--- config.mk ---
export PLATFORM = sky130hd
export DESIGN_NAME = cpst_timer
export DESIGN_NICKNAME = d
export VERILOG_FILES = /design/src/cpst_pkg.sv /design/src/cpst_timer.sv
export SDC_FILE = /design/constraint.sdc
export NUM_CORES = 1
export LEC_CHECK = 0
export ABC_AREA = 1
export ABC_CLOCK_PERIOD_IN_PS = 1700
export BUFFER_PORTS_ARGS = -buffer_cell sky130_fd_sc_hd__buf_2
export CAP_MARGIN = 20
export CORE_MARGIN = 3
export CORE_UTILIZATION = 50
export DETAILED_ROUTE_END_ITERATION = 10
export HOLD_SLACK_MARGIN = 0.03
export PLACE_DENSITY = 0.76
export SLEW_MARGIN = 30
export SYNTH_ARGS = -nofsm -noshare
export SYNTH_HDL_FRONTEND = slang
export SYNTH_SLANG_ARGS = --single-unit
--- constraint.sdc ---
create_clock -name core_clk -period 1.7 [get_ports core_clk]
set_input_delay 0.085 -clock core_clk [delete_from_list [all_inputs] [get_ports core_clk]]
set_output_delay 0.085 -clock core_clk [all_outputs]
set_load 0.005 [all_outputs]
--- src/cpst_pkg.sv ---
// Purpose: constants and carriers for the camera picture sequence timer
// Assumes: core_clk at 100 MHz, times counted in clock cycles
// Notes: long counts are top-level parameters derived from these defaults
//
// Functional notes
// start pulse launches one 208 s cycle
// first 8 s: prepare, expose, develop in order
// then 200 s readout scanning image out
// command side sends expose at 5.5 s
// expose pulse in prepare phase fires shutter
// no expose pulse: backup shutter at 5.5625 s
// after readout, hold idle indefinitely
// only start pulse ends the hold
// command side repeats pulses every orbit
// sampling pulses only during readout
// durations counted on reference clock, cleared at start
// shutter at most once per cycle
package cpst_pkg;

	localparam longint CLK_HZ          = 100_000_000;
	localparam longint CLK_PERIOD_NS   = 1_000_000_000 / CLK_HZ;

	// times in microseconds as documented
	localparam longint FRONT_US        = 8_000_000;
	localparam longint READOUT_US      = 200_000_000;
	localparam longint BACKUP_US       = 5_562_500;
	localparam longint PREPARE_US      = 5_500_000;
	localparam longint SAMPLE_PERIOD_US = 1000;

	// cycle counts (least times round up)
	localparam longint FRONT_CYC       = (FRONT_US * 1000 + CLK_PERIOD_NS - 1) / CLK_PERIOD_NS;
	localparam longint READOUT_CYC     = (READOUT_US * 1000 + CLK_PERIOD_NS - 1) / CLK_PERIOD_NS;
	localparam longint BACKUP_CYC      = (BACKUP_US * 1000 + CLK_PERIOD_NS - 1) / CLK_PERIOD_NS;
	localparam longint PREPARE_CYC     = (PREPARE_US * 1000 + CLK_PERIOD_NS - 1) / CLK_PERIOD_NS;
	localparam longint SAMPLE_CYC      = (SAMPLE_PERIOD_US * 1000 + CLK_PERIOD_NS - 1)
		/ CLK_PERIOD_NS;

	localparam int CNT_W = 36;
	localparam int SMP_W = 20;

	typedef enum logic [2:0] {
		ST_HOLD,
		ST_PREPARE,
		ST_EXPOSE,
		ST_DEVELOP,
		ST_READOUT
	} cpst_state_t;

	typedef struct packed {
		logic shutter_trigger;
		logic sampling_pulse;
		logic prepare_active;
		logic expose_active;
		logic develop_active;
		logic readout_active;
		logic hold_active;
	} cpst_out_t;

	typedef struct packed {
		cpst_state_t      st;
		logic [CNT_W-1:0] cnt;
		logic [SMP_W-1:0] smp_cnt;
		logic             fired;
		logic [1:0]       start_sync;
		logic [1:0]       expose_sync;
		logic             start_d;
		logic             expose_d;
		cpst_out_t        out;
	} cpst_regs_t;

endpackage

--- src/cpst_timer.sv ---
// Purpose: picture cycle sequencer: prepare/expose/develop then readout, then hold
// Assumes: start and expose pulses are asynchronous pins, rising edge meaningful
// Notes: durations are parameters so simulation can shorten them
// Notes: a start edge in any state restarts the whole cycle
// Notes: late or repeated expose edges are dropped silently
`timescale 1ns/1ns
module cpst_timer #(
	parameter logic [35:0] FRONT_CYC   = 36'(cpst_pkg::FRONT_CYC),
	parameter logic [35:0] READOUT_CYC = 36'(cpst_pkg::READOUT_CYC),
	parameter logic [35:0] BACKUP_CYC  = 36'(cpst_pkg::BACKUP_CYC),
	parameter logic [35:0] PREPARE_CYC = 36'(cpst_pkg::PREPARE_CYC),
	parameter logic [19:0] SAMPLE_CYC  = 20'(cpst_pkg::SAMPLE_CYC)
) (
	// clock and reset
	input  wire logic                 core_clk,
	input  wire logic                 srst,
	// command side pins
	input  wire logic                 cycle_start_pulse,
	input  wire logic                 expose_pulse,
	// camera controls and phase status
	output cpst_pkg::cpst_out_t       cam_out
);

	cpst_pkg::cpst_regs_t r_r;
	cpst_pkg::cpst_regs_t r_nxt;
	logic                 start_edge;
	logic                 expose_edge;

	////////////////////////////////////////////////////////////////////////
	// helpers

	// true on the last count of a span of lim cycles
	function automatic logic cnt_reached(
		input logic [cpst_pkg::CNT_W-1:0] cnt,
		input logic [cpst_pkg::CNT_W-1:0] lim
	);
		logic [cpst_pkg::CNT_W-1:0] last;
		last = lim - 36'h1;
		return cnt >= last;
	endfunction

	// true on the last count of a sampling period
	function automatic logic smp_reached(
		input logic [cpst_pkg::SMP_W-1:0] cnt,
		input logic [cpst_pkg::SMP_W-1:0] lim
	);
		logic [cpst_pkg::SMP_W-1:0] last;
		last = lim - 20'h1;
		return cnt >= last;
	endfunction

	// phase counter advance
	function automatic logic [cpst_pkg::CNT_W-1:0] cnt_step(
		input logic [cpst_pkg::CNT_W-1:0] cnt
	);
		return cnt + 36'h1;
	endfunction

	// shift a pin into its two-stage synchroniser
	function automatic logic [1:0] sync_step(
		input logic [1:0] cur,
		input logic       pin
	);
		return {cur[0], pin};
	endfunction

	// rising edge from the synchronised level and its delayed copy
	function automatic logic rise_seen(
		input logic now_lvl,
		input logic was_lvl
	);
		return now_lvl & ~was_lvl;
	endfunction

	// one-hot phase levels for a state, with the two pulses passed through
	function automatic cpst_pkg::cpst_out_t phase_flags(
		input cpst_pkg::cpst_state_t st,
		input logic                  shutter,
		input logic                  sample
	);
		cpst_pkg::cpst_out_t o;
		o                 = '0;
		o.shutter_trigger = shutter;
		o.sampling_pulse  = sample;
		case (st)
			cpst_pkg::ST_HOLD: begin
				o.hold_active = 1'b1;
			end
			cpst_pkg::ST_PREPARE: begin
				o.prepare_active = 1'b1;
			end
			cpst_pkg::ST_EXPOSE: begin
				o.expose_active = 1'b1;
			end
			cpst_pkg::ST_DEVELOP: begin
				o.develop_active = 1'b1;
			end
			cpst_pkg::ST_READOUT: begin
				o.readout_active = 1'b1;
			end
			default: begin
				o.hold_active = 1'b1;
			end
		endcase
		return o;
	endfunction

	// start edge: back to prepare with counters and trigger history cleared
	function automatic cpst_pkg::cpst_regs_t restart_cycle(
		input cpst_pkg::cpst_regs_t cur
	);
		cpst_pkg::cpst_regs_t v;
		v                     = cur;
		v.st                  = cpst_pkg::ST_PREPARE;
		v.cnt                 = '0;
		v.smp_cnt             = '0;
		v.fired               = 1'b0;
		v.out.shutter_trigger = 1'b0;
		v.out.sampling_pulse  = 1'b0;
		return v;
	endfunction

	// state after reset: holding, pins seen low, nothing fired
	function automatic cpst_pkg::cpst_regs_t reset_regs();
		cpst_pkg::cpst_regs_t v;
		v             = '0;
		v.st          = cpst_pkg::ST_HOLD;
		v.cnt         = '0;
		v.smp_cnt     = '0;
		v.fired       = 1'b0;
		v.start_sync  = 2'h0;
		v.expose_sync = 2'h0;
		v.start_d     = 1'b0;
		v.expose_d    = 1'b0;
		v.out         = phase_flags(cpst_pkg::ST_HOLD, 1'b0, 1'b0);
		return v;
	endfunction

	////////////////////////////////////////////////////////////////////////
	// edge detect on synchronised pins
	assign start_edge  = rise_seen(r_r.start_sync[1], r_r.start_d);
	assign expose_edge = rise_seen(r_r.expose_sync[1], r_r.expose_d);

	////////////////////////////////////////////////////////////////////////
	// next state
	always_comb begin
		r_nxt = r_r;
		r_nxt.start_sync  = sync_step(r_r.start_sync, cycle_start_pulse);
		r_nxt.expose_sync = sync_step(r_r.expose_sync, expose_pulse);
		r_nxt.start_d     = r_r.start_sync[1];
		r_nxt.expose_d    = r_r.expose_sync[1];
		r_nxt.out.shutter_trigger = 1'b0;
		r_nxt.out.sampling_pulse  = 1'b0;
		r_nxt.cnt = cnt_step(r_r.cnt);
		case (r_r.st)
			cpst_pkg::ST_HOLD: begin
				r_nxt.cnt = '0;
			end
			cpst_pkg::ST_PREPARE: begin
				if (expose_edge && !r_r.fired) begin
					r_nxt.out.shutter_trigger = 1'b1;
					r_nxt.fired = 1'b1;
					r_nxt.st = cpst_pkg::ST_EXPOSE;
				end else if (cnt_reached(r_r.cnt, BACKUP_CYC)) begin
					r_nxt.out.shutter_trigger = 1'b1;
					r_nxt.fired = 1'b1;
					r_nxt.st = cpst_pkg::ST_EXPOSE;
				end
			end
			cpst_pkg::ST_EXPOSE: begin
				r_nxt.st = cpst_pkg::ST_DEVELOP;
			end
			cpst_pkg::ST_DEVELOP: begin
				if (cnt_reached(r_r.cnt, FRONT_CYC)) begin
					r_nxt.st      = cpst_pkg::ST_READOUT;
					r_nxt.cnt     = '0;
					r_nxt.smp_cnt = '0;
				end
			end
			cpst_pkg::ST_READOUT: begin
				r_nxt.smp_cnt = r_r.smp_cnt + 20'h1;
				if (smp_reached(r_r.smp_cnt, SAMPLE_CYC)) begin
					r_nxt.smp_cnt = '0;
					r_nxt.out.sampling_pulse = 1'b1;
				end
				if (cnt_reached(r_r.cnt, READOUT_CYC)) begin
					r_nxt.st = cpst_pkg::ST_HOLD;
					r_nxt.cnt = '0;
					r_nxt.out.sampling_pulse = 1'b0;
				end
			end
			default: begin
				r_nxt.st = cpst_pkg::ST_HOLD;
			end
		endcase
		// start pulse ends hold and restarts a full cycle
		if (start_edge) begin
			r_nxt = restart_cycle(r_nxt);
		end
		// phase levels follow the next state so they change with it
		r_nxt.out = phase_flags(r_nxt.st, r_nxt.out.shutter_trigger,
			r_nxt.out.sampling_pulse);
	end

	////////////////////////////////////////////////////////////////////////
	// registers
	always_ff @(posedge core_clk) begin
		if (srst) begin
			r_r <= reset_regs();
		end else begin
			r_r <= r_nxt;
		end
	end

	////////////////////////////////////////////////////////////////////////
	// outputs straight from the state register
	assign cam_out = r_r.out;

	// PREPARE_CYC documents the expected expose time for the command side
	logic unused_prep;
	assign unused_prep = ^PREPARE_CYC;

endmodule

==> summary.txt, run 1 <==
Die
  – Core area: 7770 µm²
  – Die W: around 96 µm
  – # IOs: 11
  – Row cnt: 32
  – Initial Utilization: 51.8%
  – Die Y: between 90 and 100 µm
  – Die footprint: 9160 µm²

STA
  – Tcrit/Tclk final: 113%
  – Min Tclk post-route: 1920 ps
  – Max Fclk: around 0.52 GHz
  – Final Setup Violations: a little over 60
  – Max_slew headroom: 68.5%
  – Slew Limit Fails: 0
  – Setup WS post-layout: -215 ps
  – Worst slew pin tran: about 470 ps
  – Fin. Hold Viols: 0
  – RSZ-0062 raised after global routing: yes
  – Setup TNS: -8490 ps
  – Clock skew: 10.4 ps

Routing
  – DR WL/cell: 18.6 µm
  – DRC viols: 0
  – DR vias/cell: 5.99
  – DR iter-0 viols: 704
  – DRT Pass-1 Iters: 8
  – Vias: 4,839
  – Final ANT Viol Nets: 0
  – Final WL: 15.0 mm

Placed design
  – Dpl ws: -254 ps
  – Gpl congestion: 0.943
  – Port bufs: 10
  – Hpwl dp: ~7.8 mm
  – Post-DP Area: 4800 µm²
  – Placed Cells: 762

Critical path
  – Worst EP arrival: 2170 ps
  – Crit path launch type: register
  – Slowest cell on crit path: dfxtp_1
  – Critical path class: register to register
  – Largest stage delay, worst path: 370 ps
  – Most used cell, CP: nand3_4
  – WP buf/inv: 1
  – CP Data Required Time: 1950 ps
  – Crit end category: register
  – CP Cell Sequence: nand2_1 -> nor2_2 -> nand3_1 -> nor2_1 -> nand3_2 -> nand2_4 -> nand3_4 -> nand3_4 -> clkbuf_16 -> a21oi_2
  – Largest delay share family, worst path: simple AND/OR/NAND/NOR gates
  – Crit path max fanout: 7

Clocking
  – Num CTS Buffers: 9
  – Clock Sinks: 73
  – CTS tree: yes
  – Skew-Pair Late Insertion Delay: between 300 and 400 ps
  – Clock Pin Slew Worst Setup and Hold Paths: roughly 90 ps
  – H-Tree Depth: 3
  – CTS root buf: clkbuf_8
  – Maximum clock insertion buffer count: 2

Cells and area
  – N_diodes: 0
  – Non-filler cells, final: 808
  – Area Growth Syn to Fin: 46.4%
  – Fill cells: 470
  – Most frequent cells in the layout: buf_4, nand2_1, inv_1
  – Final nets: 707
  – Commonest non-fill, non-tap cell in the layout: buf_4
  – Final Core Density: between 70% and 80%
  – Share of layout cells above drive strength 1: 42.9%
  – Post-route cell area: 5890 µm²

Global routing
  – First-pass GRT wire length: 20.1 mm
  – Global route total overflow: 0
  – Number of global-route vias before repair: 4,368
  – GRT Overall Usage: roughly 28%
  – Largest net degree at the start of global routing: 16
  – Antenna violations before repair: 0

Logic synthesis
  – Yosys top cell by area: dfxtp_1
  – Synth Area in Adders: 0.622%
  – Top cell type's share of synthesized area: a little over a third
  – Post-synthesis sequential area ratio: 36.3%
  – Distinct cells, synth: 37
  – FFs w/ async S/R, synth: 0%
  – XOR/XNOR Fraction of Synth Area: 7.40%
  – Main area contributors after synthesis: dfxtp_1, nand2_1, nor2_1
  – Cells after synthesis: just under 600
  – Dominant synthesized flop cell: dfxtp_1
  – Post-synth EDFFs: 0
  – Yosys reg bits: 73
  – Post-synthesis mux area share: 0%
  – Mapped Avg Cell Area: just under 7 µm²
  – Combinational family with the most area after synthesis: simple AND/OR/NAND/NOR gates
  – Mapped Area: 4020 µm²
  – Synth Area in Simple Gates: 35.7%
  – Yosys warns: 0
  – Compound-Gate Fraction of Synth Area: 10.1%
  – Syn Nets: a little under 600

Power
  – Leak pwr: 2.36 nW
  – P per Cell Area: between 500 and 600 nW/µm²
  – Maximum vdd ir drop: slightly below 0.0006 V

Status
  – Failing checks: negative setup slack
  – Status: finished, violations left

Worst hold path
  – Worst hold path type: register to register

Run
  – Max-cap viol count: 0
## synth_stat cells, types with 8 or more instances
library cell	number
xnor2_1	8
o21ai_0	11
nand4_1	16
xor2_1	26
inv_1	60
nor2_1	74
dfxtp_1	73
nor3_1	15
nand2_1	121
nand3_1	47
a21oi_1	44
a21oi_2	10
nor2_2	9
## report_power, final
group | leakage (nW) | internal, W | switching, W
logic | 1.65 | 0.0000572 | 0.0000855
clock network | 0.100 | 0.000691 | 0.000747
registers | 0.603 | 0.00171 | 0.00000533
total | 2.36 | 0.00246 | 0.000838
## per-stage QoR
step                power [W]  hold slack [ps]
finish                0.00330              416
global route          0.00339              441
CTS                   0.00328              419
detailed placement    0.00187              303
global placement      0.00186              288
floorplan             0.00183              192
## cell families after synthesis
family,count (synthesis)
simple gates,310
flops,73
buf+inv,89
compound gates,72
fa+ha+maj,2
xor+xnor,34
## layer usage
metal | GRT usage [%] | wire (µm) | up-vias
met5 | 0 | 0 | -
met4 | 12.7 | 980 | 0
met3 | 5.16 | 1360 | 117
met2 | 47.9 | 7110 | 357
met1 | 34.3 | 5540 | 2231
li1 | - | - | 2134
## state kept, by name (all words and copies together), names as in the netlist
register,cells
r_r,66
cam_out,7
## cell type report
cell class,count,area [µm²],share of cell area (%)
clock buffer,9,124,2.10
clock inverter,7,77.6,1.32
multi-input combinational,421,2710,46.0
sequential,73,1500,25.5
tap,102,128,2.17
timing repair buffer,128,1090,18.4
inverter,68,260,4.42
## path summary, 6_finish.rpt
path,from,to,slack [ps],depth (start not counted)
setup / recovery,r_r[40],r_r[40],-220,10
hold reg to reg,r_r[9],r_r[10],420,2
hold / removal,r_r[9],r_r[10],420,2
setup reg to reg,r_r[40],r_r[40],-220,10
## repair_timing
item / in CTS / in global routing
endpoints found under the hold margin: 6 / 0
endpoints found under the setup margin: 60 / 67
cloned: 3 / 4
pin swaps: 24 / 48
gates resized for setup: 60 / 111
hold buffers: 5 / 0
setup buffers: 8 / 12
## worst register-to-register path: cells and delay by family, from the launching register on
family	cells	cell delay, ps
buffers and inverters	1	200
and+or+nand+nor	8	1190
AOI/OAI and AO/OA	1	60
DFF	1	370
No activity file was read; power rests on OpenSTA's default activity.
==> run 2, diff against run 1 <==
--- a/config.mk
+++ b/config.mk
@@ -14,6 +14,7 @@
 export DETAILED_ROUTE_END_ITERATION = 10
 export HOLD_SLACK_MARGIN = 0.03
 export PLACE_DENSITY = 0.76
+export SETUP_SLACK_MARGIN = 0.2
 export SLEW_MARGIN = 30
 export SYNTH_ARGS = -nofsm -noshare
 export SYNTH_HDL_FRONTEND = slang
==> run 2 against run 1 <==
  * The run still ends with negative setup slack left
  * Count of clock-buffer cells in the layout unchanged
  * Sequential cell count unchanged
  * Combinational power about the same
  * Global-route usage decreased by 1.2 points
  * Worst setup slack improved by 20 ps
  * Sequential power about the same
  * Sequential share of layout area decreased by 0.30 points
  * Non-clock buffer count decreased by 12
  * Cell count decreased by 1.9%
  * Critical endpoint is now cam_out[0]
  * Largest cell class unchanged
  * Largest power group is now the clock network
==> summary.txt, run 2 (synthesis gave the netlist of run 1 again) <==
Critical path
  – Crit path launch type: register
  – Critical path class: register to register
  – Worst R2R End: cam_out[0]
  – CP Data Required Time: 2010 ps
  – Worst EP arrival: between 2000 and 2500 ps
  – Register-to-Register Path Depth: 13
  – Largest stage delay, worst path: 390 ps
  – CP Cell Sequence: inv_1 -> nor2_2 -> nand3_1 -> nor2_2 -> nand3_2 -> nand2_2 -> buf_4 -> nand2_1 -> nand2_2 -> nand2_1 -> nor2_2 -> nand3_1 -> nand2_1
  – WP buf/inv: 2
  – Crit end category: register
  – Crit path max fanout: 4
  – FF-to-FF Start: r_r[44]
  – Critical Path Start: r_r[44]
  – Slowest cell on crit path: dfxtp_2
  – Largest delay share family, worst path: simple AND/OR/NAND/NOR gates
  – FF-to-FF setup slack: -200 ps

Clocking
  – Clock Pin Slew Worst Setup and Hold Paths: 90 ps
  – CTS root buf: clkbuf_8
  – Maximum clock insertion buffer count: 2
  – Clock Sinks: 73
  – H-Tree Depth: 3
  – Skew-Pair Late Insertion Delay: 370 ps
  – CTS tree: yes
  – Num CTS Buffers: 9

STA
  – Tcrit/Tclk final: 112%
  – Fin. Hold Viols: 0
  – Min Tclk post-route: 1900 ps
  – Max Fclk: around 0.53 GHz
  – Setup WS post-layout: -196 ps
  – RSZ-0062 raised after global routing: yes
  – Max_slew headroom: 71.5%
  – Fin Hold WS: 410 ps
  – Clock skew: roughly 16 ps
  – Worst slew pin tran: approximately 420 ps
  – Final Setup Violations: 63
  – Slew Limit Fails: 0

Global routing
  – Antenna violations before repair: 0
  – GRT Overall Usage: 26.9%
  – Number of global-route vias before repair: ~4,200
  – Largest net degree at the start of global routing: 20
  – First-pass GRT wire length: 19.3 mm
  – Global route total overflow: 0

Worst hold path
  – Worst hold path type: register to register
  – Hold Path Stages: 2
  – Worst min-delay path endpoint: r_r[10]
  – Hold Crit Start: r_r[9]

Die
  – Row cnt: 32
  – Core area: 7770 µm²
  – Die Y: 95.7 µm
  – # IOs: 11
  – Initial Utilization: 51.8%
  – Die W: between 90 and 100 µm
  – Die footprint: ~9200 µm²

Routing
  – Final WL: between 10 and 15 mm
  – DRC viols: 0
  – DR iter-0 viols: 406
  – DRT Pass-1 Iters: 5
  – Final ANT Viol Nets: 0
  – DR vias/cell: 6.01
  – DR WL/cell: 18.6 µm
  – Vias: 4,766

Placed design
  – Gpl congestion: 0.965
  – Post-DP Area: approximately 4600 µm²
  – Dpl ws: -111 ps
  – Port bufs: 10
  – Hpwl dp: 7.34 mm

Cells and area
  – Number of flip-flops in the largest register: 66
  – Final Core Density: roughly 78%
  – Final nets: ~690
  – Area Growth Syn to Fin: 49.8%
  – Share of layout cells above drive strength 1: 46.7%
  – Post-route cell area: 6030 µm²
  – N_diodes: 0
  – Most frequent cells in the layout: nand2_1, buf_4, inv_1
  – Commonest non-fill, non-tap cell in the layout: nand2_1
  – Reg with most FFs: r_r

Power
  – Maximum vdd ir drop: about 0.00086 V
  – Leak pwr: 2.42 nW
  – P per Cell Area: 599 nW/µm²

Status
  – Status: finished, violations left
  – Failing checks: negative setup slack

Run
  – Max-cap viol count: 0
run 2: changes by cell type in the layout (fill, tap and decap cells not counted), sizes merged:
| cell | previous run | this run |
|---|---|---|
| buf | 121 | 109 |
| bufinv | 1 | 3 |
| clkbuf | 11 | 12 |
| clkinv | 4 | 0 |
| dlygate4sd3 | 5 | 4 |
| inv | 69 | 71 |
| nor2 | 88 | 85 |
run 2: how the worst max path moves through the flow:
stage | to | depth (start not counted)
2_1_floorplan | r_r[68] | 11
3_3_place_gp | r_r[26] | 14
3_5_place_dp | r_r[26] | 14
4_1_cts | r_r[40] | 13
5_1_grt | cam_out[0] | 13
6_report | cam_out[0] | 13
run 2: timing repair:
action / 4_1_cts / 5_1_grt
endpoints found under the setup margin: 67 / 67
gates cloned: 1 / 5
endpoints found under the hold margin: 3 / 0
hold buffers: 4 / 0
resized for setup: 83 / 121
buffers inserted: 24 / 15
pin swaps: 29 / 43
run 2: worst reg2reg max path, stage by stage, from the launching register on:
cell and delay (ps):
dfxtp_2 390, inv_1 140, nor2_2 180, nand3_1 110
nor2_2 120, nand3_2 80, nand2_2 120, buf_4 120
nand2_1 60, nand2_2 100, nand2_1 90, nor2_2 140
nand3_1 120, nand2_1 70
run 2: power by group:
group          internal, W  switching, W
Combinational    0.0000602     0.0000858
Sequential         0.00171    0.00000429
Clock             0.000991      0.000763
run 2: layout make-up:
cell class / instances / area (µm²)
Fill cell: 445 / 1740
Sequential cell: 73 / 1520
Tap cell: 102 / 128
Multi-Input combinational cell: 418 / 2800
Inverter: 68 / 258
Clock buffer: 9 / 124
Timing Repair Buffer: 116 / 1070
Clock inverter: 7 / 124
run 2: metrics by stage:
stage / std cells / total power (W) / setup TNS [ps]
after CTS: 773 / 0.00357 / -205
final: 793 / 0.00361 / -6070
after global placement: 728 / 0.00186 / -790
after global routing: 793 / 0.00370 / -11160
after floorplan: 580 / 0.00183 / 0
after detailed placement: 728 / 0.00186 / -543
run 2: layer usage:
metal  part of all wire [%]  GRT usage, %  up-vias
met5                      0             0        -
met4                    5.5          13.4        0
met3                    8.4          5.39      105
met2                     50          48.1      318
met1                     36          30.1     2255
li1                       -             -     2088
